--- src/hdl/gbpc_pkg.sv ---
// Package of constants for the generator balancing pulse control block
`default_nettype none
package gbpc_pkg;
  // ----------------------------------------------------------------
  // Register offsets (byte addresses)
  // ----------------------------------------------------------------
  localparam logic [7:0] CTRL_OFF = 8'h00; // Mode and option bits
  localparam logic [7:0] FREQ_CFG_OFF = 8'h04; // Sync-range threshold, kick offset
  localparam logic [7:0] PULSE_CFG_OFF = 8'h08; // Min and max pulse ticks
  localparam logic [7:0] PAUSE_CFG_OFF = 8'h0C; // Voltage and frequency pause ticks
  localparam logic [7:0] RATE_CFG_OFF = 8'h10; // Voltage and frequency control rates
  localparam logic [7:0] QUIET_CFG_OFF = 8'h14; // Quiet time, fieldbus cycle ticks
  localparam logic [7:0] TARGET_OFF = 8'h18; // Frequency target offset
  localparam logic [7:0] STATUS_OFF = 8'h1C; // Read-only block state
  // ----------------------------------------------------------------
  // Control register fields
  // ----------------------------------------------------------------
  localparam int CTRL_TEST_BIT = 0; // Test synchronization parameter
  localparam int CTRL_TAP_BIT = 1; // Voltage via tap changer
  localparam int CTRL_BUS_BIT = 2; // Commands go over fieldbus
  localparam int CTRL_ASSIGN_BIT = 3; // Switchgear assignment present
  localparam int CTRL_FNOM_LSB = 4; // Nominal frequency select, 2 bits
  localparam int HI_LSB = 16; // Upper half-word field position
  // ----------------------------------------------------------------
  // Reset values
  // ----------------------------------------------------------------
  localparam logic [31:0] CTRL_RST = 32'h0000_0000;
  localparam logic [31:0] FREQ_CFG_RST = 32'h0000_0005;
  localparam logic [31:0] PULSE_CFG_RST = 32'h03E8_0032;
  localparam logic [31:0] PAUSE_CFG_RST = 32'h03E8_03E8;
  localparam logic [31:0] RATE_CFG_RST = 32'h0001_0001;
  localparam logic [31:0] QUIET_CFG_RST = 32'h0001_00C8;
  localparam logic [31:0] TARGET_RST = 32'h0000_0000;
  // ----------------------------------------------------------------
  // Nominal frequencies in units of 0.01 Hz
  // ----------------------------------------------------------------
  localparam logic [15:0] FNOM_50 = 16'h1388; // 50 Hz
  localparam logic [15:0] FNOM_60 = 16'h1770; // 60 Hz
  localparam logic [15:0] FNOM_16 = 16'h0686; // 16,7 Hz
  // ----------------------------------------------------------------
  // Timing
  // ----------------------------------------------------------------
  localparam int CLK_HZ = 40000000; // System clock rate
  localparam int TICK_US = 1000; // Internal time tick in microseconds
  localparam int TICK_CYCLES = (CLK_HZ / 1000000) * TICK_US; // Clocks per tick
endpackage : gbpc_pkg
`default_nettype wire

--- src/hdl/gbpc_chan_if.sv ---
// Interface between the pulse decision logic and one pulse timer channel
`timescale 1ns/1ps
`default_nettype none
interface gbpc_chan_if;
  logic tick; // Time tick enable
  logic start; // Start a pulse now
  logic dir_in; // Requested direction, 1 = raise
  logic [15:0] dur; // Pulse length in ticks
  logic [15:0] pause; // Dead time in ticks
  logic abort; // Cut the running pulse
  logic active; // Pulse running
  logic dir; // Direction of running pulse
  logic pausing; // Dead time running
  modport ctrl (output tick, start, dir_in, dur, pause, abort, input active, dir, pausing);
  modport chan (input tick, start, dir_in, dur, pause, abort, output active, dir, pausing);
endinterface : gbpc_chan_if
`default_nettype wire

--- src/hdl/gbpc_pulse_chan.sv ---
// One actuator pulse timer: pulse, then dead time, then idle
`timescale 1ns/1ps
`default_nettype none
module gbpc_pulse_chan (
  // Clock and reset
  input wire logic clk,
  input wire logic rst_n,
  // Channel control
  gbpc_chan_if.chan ch
);
  import gbpc_pkg::*;

  // ----------------------------------------------------------------
  // State
  // ----------------------------------------------------------------
  typedef enum logic [1:0] {CH_IDLE, CH_PULSE, CH_PAUSE} gbpc_chan_state_t;
  gbpc_chan_state_t state; // Timer phase
  logic [15:0] cnt; // Ticks left in phase
  logic dir; // Latched direction

  // Sequencer; abort does not need a tick so an inhibit acts at once
  always_ff @(posedge clk) begin
    if (!rst_n) begin
      state <= CH_IDLE;
      cnt <= 16'h0000;
      dir <= 1'b0;
    end else begin
      case (state)
        CH_IDLE: begin
          if (ch.start) begin
            state <= CH_PULSE;
            cnt <= ch.dur;
            dir <= ch.dir_in;
          end
        end
        CH_PULSE: begin
          if (ch.abort) begin
            state <= CH_PAUSE;
            cnt <= ch.pause;
          end else if (ch.tick) begin
            if (cnt <= 16'h0001) begin
              state <= CH_PAUSE;
              cnt <= ch.pause;
            end else begin
              cnt <= cnt - 16'h0001;
            end
          end
        end
        default: begin
          // Dead time: no new pulse until it runs out
          if (ch.tick) begin
            if (cnt <= 16'h0001) begin
              state <= CH_IDLE;
            end else begin
              cnt <= cnt - 16'h0001;
            end
          end
        end
      endcase
    end
  end

  assign ch.active = (state == CH_PULSE);
  assign ch.pausing = (state == CH_PAUSE);
  assign ch.dir = dir;
endmodule : gbpc_pulse_chan
`default_nettype wire

--- src/hdl/gbpc_top.sv ---
// Balancing pulse control with APB registers, switchgear handshake, test mode
// ------------------------------------------------------------------
// Functional notes
// Pulses need both voltages in range
// Pulses need frequencies within half to 1.5x nominal
// Pulses need sync run or start-balancing input
// Block input inhibits pulses immediately
// In sync range only kick pulses
// No pulse during pause or after closure
// In sync range need time above quiet
// Compute duration from deviation, then start pulse
// Pulse end starts the dead timer
// Sign reversal aborts; opposite pulse after dead time
// Kick when conditions unmet and time long
// Kick direction follows kick offset sign
// Small deviations give minimum pulse length
// Frequency error taken relative to target offset
// Fieldbus pulses at least one bus cycle; tap changer pulses use max pulse regardless
// Assigned switchgear runs from internal control
// Close request raises measurement request
// Enable result ends switching success or failure
// Test mode keeps close relays off
// Test mode by parameter or input
// Duration is difference over rate, clamped
// Tap changer uses fixed max pulse
// Timers on fixed tick, idle at reset
// ------------------------------------------------------------------
`timescale 1ns/1ps
`default_nettype none
module gbpc_top #(
  parameter int TICK_DIV = gbpc_pkg::TICK_CYCLES // Clocks per time tick
) (
  // Clock and reset
  input wire logic clk,
  input wire logic rst_n,
  // APB slave
  input wire logic psel,
  input wire logic penable,
  input wire logic pwrite,
  input wire logic [7:0] paddr,
  input wire logic [31:0] pwdata,
  output logic [31:0] prdata,
  output logic pready,
  output logic pslverr,
  // Measurements
  input wire logic u1_in_range,
  input wire logic u2_in_range,
  input wire logic [15:0] f1_meas,
  input wire logic [15:0] f2_meas,
  input wire logic signed [15:0] volt_err,
  input wire logic signed [15:0] freq_diff,
  input wire logic [15:0] time_to_sync,
  input wire logic volt_ok,
  input wire logic angle_ok,
  // Binary inputs and sync state
  input wire logic ext_sync_run,
  input wire logic start_balance_in,
  input wire logic block_in,
  input wire logic test_sync_in,
  input wire logic close_issued,
  input wire logic close_cmd_one,
  input wire logic close_cmd_two,
  // Switchgear control handshake
  input wire logic close_request,
  input wire logic needs_sync,
  input wire logic sync_done_in,
  input wire logic sync_enable_in,
  output logic control_measure_request,
  output logic op_success,
  output logic op_fail,
  // Actuator and relay outputs
  output logic volt_raise,
  output logic volt_lower,
  output logic freq_raise,
  output logic freq_lower,
  output logic kick_active,
  output logic close_relay_one,
  output logic close_relay_two,
  output logic test_close_one,
  output logic test_close_two
);
  import gbpc_pkg::*;

  // ----------------------------------------------------------------
  // Functions
  // ----------------------------------------------------------------
  // Magnitude of a signed deviation
  function automatic logic [15:0] abs16(input logic signed [15:0] v);
    abs16 = v[15] ? 16'(-v) : 16'(v);
  endfunction : abs16

  // Frequency inside half to one and a half nominal
  function automatic logic f_window(input logic [15:0] f, input logic [15:0] fn);
    f_window = ({1'b0, f, 1'b0} >= {2'b00, fn}) && ({1'b0, f, 1'b0} <= ({2'b00, fn} * 18'd3));
  endfunction : f_window

  // Difference over rate, capped at max, raised to min
  function automatic logic [15:0] calc_dur(input logic [15:0] mag, input logic [15:0] rate,
                                           input logic [15:0] mn, input logic [15:0] mx);
    logic [15:0] q;
    q = (rate == 16'h0000) ? mx : (mag / rate);
    if (q > mx) q = mx;
    if (q < mn) q = mn;
    calc_dur = q;
  endfunction : calc_dur

  // ----------------------------------------------------------------
  // Registers
  // ----------------------------------------------------------------
  logic [31:0] ctrl; // Mode bits
  logic [31:0] freq_cfg; // Threshold low, kick offset high
  logic [31:0] pulse_cfg; // Min low, max high
  logic [31:0] pause_cfg; // Voltage pause low, frequency pause high
  logic [31:0] rate_cfg; // Voltage rate low, frequency rate high
  logic [31:0] quiet_cfg; // Quiet time low, bus cycle high
  logic [31:0] target; // Frequency target offset
  logic [31:0] status; // Read view of state
  logic [31:0] next_prdata; // Read mux
  logic addr_ok; // Mapped address
  logic wr_en; // Write at access

  assign wr_en = psel && penable && pwrite;

  // Address decode for reads
  always_comb begin
    addr_ok = 1'b1;
    if (paddr == CTRL_OFF) next_prdata = ctrl;
    else if (paddr == FREQ_CFG_OFF) next_prdata = freq_cfg;
    else if (paddr == PULSE_CFG_OFF) next_prdata = pulse_cfg;
    else if (paddr == PAUSE_CFG_OFF) next_prdata = pause_cfg;
    else if (paddr == RATE_CFG_OFF) next_prdata = rate_cfg;
    else if (paddr == QUIET_CFG_OFF) next_prdata = quiet_cfg;
    else if (paddr == TARGET_OFF) next_prdata = target;
    else if (paddr == STATUS_OFF) next_prdata = status;
    else begin
      next_prdata = 32'h0000_0000; // Unmapped reads zero with error
      addr_ok = 1'b0;
    end
  end

  // Answer in the first access cycle; no wait states
  always_ff @(posedge clk) begin
    if (!rst_n) begin
      prdata <= 32'h0000_0000;
      pready <= 1'b0;
      pslverr <= 1'b0;
    end else begin
      pready <= psel && !penable;
      pslverr <= psel && !penable && !addr_ok;
      if (psel && !penable && !pwrite) prdata <= next_prdata;
    end
  end

  // Register writes; status is read-only
  always_ff @(posedge clk) begin
    if (!rst_n) begin
      ctrl <= CTRL_RST;
      freq_cfg <= FREQ_CFG_RST;
      pulse_cfg <= PULSE_CFG_RST;
      pause_cfg <= PAUSE_CFG_RST;
      rate_cfg <= RATE_CFG_RST;
      quiet_cfg <= QUIET_CFG_RST;
      target <= TARGET_RST;
    end else if (wr_en) begin
      if (paddr == CTRL_OFF) ctrl <= pwdata;
      else if (paddr == FREQ_CFG_OFF) freq_cfg <= pwdata;
      else if (paddr == PULSE_CFG_OFF) pulse_cfg <= pwdata;
      else if (paddr == PAUSE_CFG_OFF) pause_cfg <= pwdata;
      else if (paddr == RATE_CFG_OFF) rate_cfg <= pwdata;
      else if (paddr == QUIET_CFG_OFF) quiet_cfg <= pwdata;
      else if (paddr == TARGET_OFF) target <= pwdata;
    end
  end

  // ----------------------------------------------------------------
  // Field views
  // ----------------------------------------------------------------
  logic test_mode; // Test synchronization active
  logic tap_mode; // Tap changer balancing
  logic assigned; // Switchgear assignment present
  logic [15:0] sync_range_freq_threshold; // Sync range edge
  logic signed [15:0] kick_offset; // Kick target
  logic [15:0] min_voltage_pulse_time; // Least pulse ticks
  logic [15:0] max_voltage_pulse_time; // Longest pulse ticks
  logic [15:0] min_eff; // Least pulse after bus limit
  logic [15:0] pre_close_quiet_time; // Quiet ticks before close
  logic [15:0] fnom; // Selected nominal frequency

  assign test_mode = ctrl[CTRL_TEST_BIT] || test_sync_in;
  assign tap_mode = ctrl[CTRL_TAP_BIT];
  assign assigned = ctrl[CTRL_ASSIGN_BIT];
  assign sync_range_freq_threshold = freq_cfg[15:0];
  assign kick_offset = freq_cfg[HI_LSB +: 16];
  assign min_voltage_pulse_time = pulse_cfg[15:0];
  assign max_voltage_pulse_time = pulse_cfg[HI_LSB +: 16];
  assign pre_close_quiet_time = quiet_cfg[15:0];
  // Fieldbus partner must see every pulse, so no pulse length except the tap changer one is shorter than its cycle
  assign min_eff = (ctrl[CTRL_BUS_BIT] && quiet_cfg[HI_LSB +: 16] > min_voltage_pulse_time)
                   ? quiet_cfg[HI_LSB +: 16] : min_voltage_pulse_time;

  // Nominal frequency select; code 3 falls back to 50 Hz
  always_comb begin
    case (ctrl[CTRL_FNOM_LSB +: 2])
      2'd1: fnom = FNOM_60;
      2'd2: fnom = FNOM_16;
      default: fnom = FNOM_50;
    endcase
  end

  // ----------------------------------------------------------------
  // Time tick divider
  // ----------------------------------------------------------------
  logic [31:0] div_cnt; // Clocks within tick
  logic tick; // One-cycle tick enable

  always_ff @(posedge clk) begin
    if (!rst_n) begin
      div_cnt <= 32'h0000_0000;
      tick <= 1'b0;
    end else if (div_cnt >= 32'(TICK_DIV - 1)) begin
      div_cnt <= 32'h0000_0000;
      tick <= 1'b1;
    end else begin
      div_cnt <= div_cnt + 32'h0000_0001;
      tick <= 1'b0;
    end
  end

  // ----------------------------------------------------------------
  // Switchgear handshake
  // ----------------------------------------------------------------
  // Internal control owns the run when a component is assigned
  always_ff @(posedge clk) begin
    if (!rst_n) begin
      control_measure_request <= 1'b0;
      op_success <= 1'b0;
      op_fail <= 1'b0;
    end else begin
      op_success <= control_measure_request && sync_done_in && sync_enable_in;
      op_fail <= control_measure_request && sync_done_in && !sync_enable_in;
      if (control_measure_request && sync_done_in) control_measure_request <= 1'b0;
      else if (assigned && close_request && needs_sync) control_measure_request <= 1'b1;
    end
  end

  // ----------------------------------------------------------------
  // Enabling logic
  // ----------------------------------------------------------------
  logic sync_run; // Run from control or external start
  logic bal_start; // Start-balancing seen
  logic close_seen; // Closure command issued
  logic run_ok; // Run or balancing start present
  logic en; // All common conditions met
  logic in_sync; // Inside synchronous range
  logic quiet_ok; // Enough time before close
  logic signed [15:0] freq_err; // Error versus target
  logic kick_go; // Kick conditions met

  assign sync_run = assigned ? control_measure_request : ext_sync_run;

  // Balancing start latch, dropped when the run ends
  always_ff @(posedge clk) begin
    if (!rst_n) begin
      bal_start <= 1'b0;
      close_seen <= 1'b0;
    end else begin
      if (start_balance_in) bal_start <= 1'b1;
      else if (sync_done_in) bal_start <= 1'b0;
      if (close_issued) close_seen <= 1'b1;
      else if (!sync_run && !bal_start) close_seen <= 1'b0;
    end
  end

  assign run_ok = sync_run || bal_start;
  // Block input is used unregistered so it cuts pulses at once
  assign en = u1_in_range && u2_in_range
              && f_window(f1_meas, fnom) && f_window(f2_meas, fnom)
              && run_ok && !block_in && !close_seen && !close_issued;
  assign in_sync = abs16(freq_diff) < sync_range_freq_threshold;
  assign quiet_ok = time_to_sync > pre_close_quiet_time;
  assign freq_err = 16'(target[15:0] - freq_diff);
  assign kick_go = in_sync && !(volt_ok && angle_ok) && quiet_ok;

  // ----------------------------------------------------------------
  // Pulse channels
  // ----------------------------------------------------------------
  gbpc_chan_if vch (); // Voltage channel
  gbpc_chan_if fch (); // Frequency channel
  logic v_rev; // Voltage sign against pulse
  logic f_rev; // Frequency sign against pulse

  assign v_rev = vch.active && (volt_err == 16'sh0000 || (volt_err[15] == vch.dir));
  assign f_rev = fch.active && !kick_active
                 && (freq_err == 16'sh0000 || (freq_err[15] == fch.dir));

  // Voltage: no pulse in sync range, fixed length on tap changer
  assign vch.tick = tick;
  assign vch.start = en && !in_sync && volt_err != 16'sh0000;
  assign vch.dir_in = !volt_err[15];
  assign vch.dur = tap_mode ? max_voltage_pulse_time
                   : calc_dur(abs16(volt_err), rate_cfg[15:0], min_eff, max_voltage_pulse_time);
  assign vch.pause = pause_cfg[15:0];
  assign vch.abort = !en || in_sync || v_rev;

  // Frequency: ordinary pulses outside sync range, kicks inside
  assign fch.tick = tick;
  assign fch.start = en && (in_sync ? kick_go : freq_err != 16'sh0000);
  assign fch.dir_in = in_sync ? !kick_offset[15] : !freq_err[15];
  assign fch.dur = in_sync ? min_eff
                   : calc_dur(abs16(freq_err), rate_cfg[HI_LSB +: 16], min_eff,
                              max_voltage_pulse_time);
  assign fch.pause = pause_cfg[HI_LSB +: 16];
  assign fch.abort = !en || f_rev || (in_sync && (!kick_active || !quiet_ok));

  gbpc_pulse_chan u_vchan (
    .clk(clk),
    .rst_n(rst_n),
    .ch(vch.chan)
  );

  gbpc_pulse_chan u_fchan (
    .clk(clk),
    .rst_n(rst_n),
    .ch(fch.chan)
  );

  // ----------------------------------------------------------------
  // Outputs
  // ----------------------------------------------------------------
  // Actuators gated by block once more so the inhibit needs one edge only
  always_ff @(posedge clk) begin
    if (!rst_n) begin
      volt_raise <= 1'b0;
      volt_lower <= 1'b0;
      freq_raise <= 1'b0;
      freq_lower <= 1'b0;
      kick_active <= 1'b0;
    end else begin
      volt_raise <= vch.active && !vch.abort && vch.dir;
      volt_lower <= vch.active && !vch.abort && !vch.dir;
      freq_raise <= fch.active && !fch.abort && fch.dir;
      freq_lower <= fch.active && !fch.abort && !fch.dir;
      if (fch.start && !fch.active && !fch.pausing) kick_active <= in_sync;
      else if (!fch.active) kick_active <= 1'b0;
    end
  end

  // Close relays suppressed in test mode, indications shown instead
  always_ff @(posedge clk) begin
    if (!rst_n) begin
      close_relay_one <= 1'b0;
      close_relay_two <= 1'b0;
      test_close_one <= 1'b0;
      test_close_two <= 1'b0;
    end else begin
      close_relay_one <= close_cmd_one && !test_mode;
      close_relay_two <= close_cmd_two && !test_mode;
      test_close_one <= close_cmd_one && test_mode;
      test_close_two <= close_cmd_two && test_mode;
    end
  end

  assign status = {22'h00_0000, close_seen, kick_active, fch.pausing, fch.active,
                   vch.pausing, vch.active, en, in_sync, test_mode, control_measure_request};
endmodule : gbpc_top
`default_nettype wire

--- config.mk ---
export PLATFORM = sky130hd
export DESIGN_NAME = gbpc_top
export DESIGN_NICKNAME = d
export VERILOG_FILES = /design/src/hdl/gbpc_pkg.sv /design/src/hdl/gbpc_chan_if.sv /design/src/hdl/gbpc_pulse_chan.sv /design/src/hdl/gbpc_top.sv
export SDC_FILE = /design/constraint.sdc
export NUM_CORES = 2
export LEC_CHECK = 0
export ABC_AREA = 1
export BUFFER_PORTS_ARGS = -buffer_cell sky130_fd_sc_hd__buf_4
export CORE_MARGIN = 4
export CORE_UTILIZATION = 30
export DETAILED_ROUTE_END_ITERATION = 7
export HOLD_SLACK_MARGIN = 0.08
export SETUP_SLACK_MARGIN = 0.05
export SLEW_MARGIN = 10
export SYNTH_ARGS = -nofsm -noshare
export SYNTH_HDL_FRONTEND = slang
export SYNTH_HIERARCHICAL = 1
export SYNTH_SLANG_ARGS = --single-unit
--- constraint.sdc ---
create_clock -name clk -period 75.6 [get_ports clk]
set_input_delay 11.34 -clock clk [delete_from_list [all_inputs] [get_ports clk]]
set_output_delay 11.34 -clock clk [all_outputs]
set_load 0.02 [all_outputs]
==> out/results.ini <==
[placed_design]
place.gp.congestion = 0.958
portBuffers = 185
post-dp-hpwl_mm = 110
placed_cells = 7059
dp_slack_ns = 27.30

[final_layout]
mostFrequentLayoutCells = nand2_1 (1239), inv_1 (727), a21oi_1 (468), ha_1 (444), o21ai_0 (398)
layout.cells.non_filler = 7138
nets = 6162
multiInputGateArea_um2 = 25000
drive_gt1_share_pct = 10.7
area_growth_pct = 11.9
regArea_um2 = 6870
num-fill-cells = 12500
final_common_cell = nand2_1

[route]
routed_wl_mm = 138
drc_errors = 0
viasPerCell = 5.25
drt_iter0_markers = 3828
postRouteAntennaNets = 0
drt-wirelength-per-cell_um = 19.3
vias = 37500
dr.pass1.iters = 8

[yosys]
ys_seq_area_share_pct = 19.4
synth_top_area_share_pct = 19.4
yosys_warnings = 6
yosysUniqueCellTypes = 86
async_flop_share_pct = 0
ys_seq_elements = 343
synthFlopType = dfxtp_1
synth_edf_count = 0
syn_avg_cell_area_um2 = 6.51
synth_area_leaders = dfxtp_1 (19%), ha_1 (16%), nand2_1 (13%)
synthCells = 5448
synth_largest_area_cell = dfxtp_1
syn_area_um2 = 35500

[global_route]
grt_max_degree = 131
grt-ovfl-total = 0
grt_pass1_wl_mm = 207
grt_pass1_vias = 34500
antenna_found_initial = 21
grt.total_usage_pct = 21.5

[timing]
worst_slack_ns = 27.61
finalCritPeriodShare_pct = 63.5
setup_viol = 0
whs_ns = 0.450
final-hold-violation-count = 0
fin_setup_tns_ns = 0
grt_setup_unrepaired = no
fin_skew_ns = 0.0139
worstMarginPinSlew_ns = 1.23
fin_crit_ns = 47.99
max_freq_mhz = 20.8
max_slew_margin_pct = 17.9
drv_slew = 0

[setup_path]
end_kind = flop
critPathMaxFanout = 32
arrival_ns = 48.50
start_kind = input pin
required_ns = 76.10
critPathSlowestCell = o21ai_0
cp_common_cell = nand2_1
path_class = in2reg
max_stage_delay_ns = 0.62

[floorplan]
die_h_um = 352
initial_core_util_pct = 30.4
io_pins = 186
core-area_um2 = 117000
die_x_um = 352
dieArea_um2 = 124000
rows = 125

[clocking]
htreeDepth = 2
ctsHoldBuffers = 0
cts_buffers = 40
clockRootBuffer = clkbuf_16
cts_resized = 0
cts_setup_buffers = 0
clock_path_buffers = 3
clock_latency_ns = 0.58
clock_sinks = 343
cts_tree = yes
clkTransAtPathRegs_ns = 0.06

[min_path]
hold_class = reg2reg

[flow_run]
cap_violations = 0

[run_status]
status = complete, no violations

-- path summary, 6_finish.rpt --
check | startpoint | to | slack (ns) | cells past startpoint
setup / recovery | freq_diff[0] | u_fchan/cnt[5] | 27.61 | 247
hold / removal | target[25] | target[25] | 0.45 | 2
setup reg to reg | target[1] | u_fchan/cnt[5] | 37.88 | 246
hold reg to reg | target[25] | target[25] | 0.45 | 2
-- registers in the layout, indices dropped and copies added, names as in the netlist, 16 cells and up --
name         flops
quiet_cfg       32
target          32
div_cnt         32
ctrl            32
freq_cfg        32
u_vchan/cnt     16
u_fchan/cnt     16
prdata          32
rate_cfg        32
pulse_cfg       32
pause_cfg       32
-- Yosys cell counts, drive strengths merged, types with 3 or more instances --
master and n:
nand3b 10, nor4 22, a21o 28, mux2i 5, nor2 414, nand3 291
a31oi 22, xnor2 64, o22ai 13, and2 16, nor3 60, clkbuf 117
o221ai 16, clkinv 7, o21ai 494, inv 762, o21a 16, dfxtp 343
ha 444, a21boi 6, o32ai 3, buf 47, nor3b 7, a221oi 30
o41ai 3, o21bai 26, o2111ai 23, a211oi 34, o211ai 60, o31ai 14
nand2 1283, xor2 130, nand4 53, a21oi 499, or2 63
-- critical path: cells and delay by family --
family,cells,cell delay (ns)
AO/OA/AOI/OAI,84,15.53
adder cells (fa/ha/maj),20,5.73
buffers and inverters,33,3.70
AND/OR/NAND/NOR,110,12.07
-- per-stage QoR --
stage          utilization (%)  area [µm²]
3_5_place_dp              32.9       38400
6_report                  34.0       39700
5_1_grt                   34.0       39700
2_1_floorplan                -       35500
3_3_place_gp              32.9       38400
4_1_cts                   33.9       39700
-- per-layer routing --
layer	track usage, %	routed length [µm]	vias up
li1	-	-	18500
met1	30.7	63600	17300
met2	32.2	56800	1473
met3	4.40	12900	223
met4	7.17	4630	14
met5	0	97	-
-- cell type report --
class | count | share of cell area, %
Antenna cell | 11 | 0.0694
Clock buffer | 54 | 2.76
Clock inverter | 14 | 0.407
Inverter | 769 | 7.27
Multi-Input combinational cell | 4187 | 62.9
Sequential cell | 343 | 17.3
Tap cell | 1524 | 4.80
Timing Repair Buffer | 236 | 4.47
-- kinds of logic (layout without fill, tap and decap cells) --
kind of cell | Yosys count | count (layout) | share of synthesized area, %
multiplexers | 6 | 6 | 0.183
flip-flops | 343 | 343 | 19.4
XOR/XNOR | 194 | 194 | 4.81
adder cells (fa/ha/maj) | 445 | 445 | 15.7
buffers and inverters | 933 | 1073 | 10.5
AO/OA/AOI/OAI | 1301 | 1301 | 21.8
other | 1 | 27 | 0.0106
AND/OR/NAND/NOR | 2225 | 2225 | 27.6
Power is left out: the tool's default activity adds up to more than one toggle a clock period on the data nets, which glitch-free logic cannot reach.
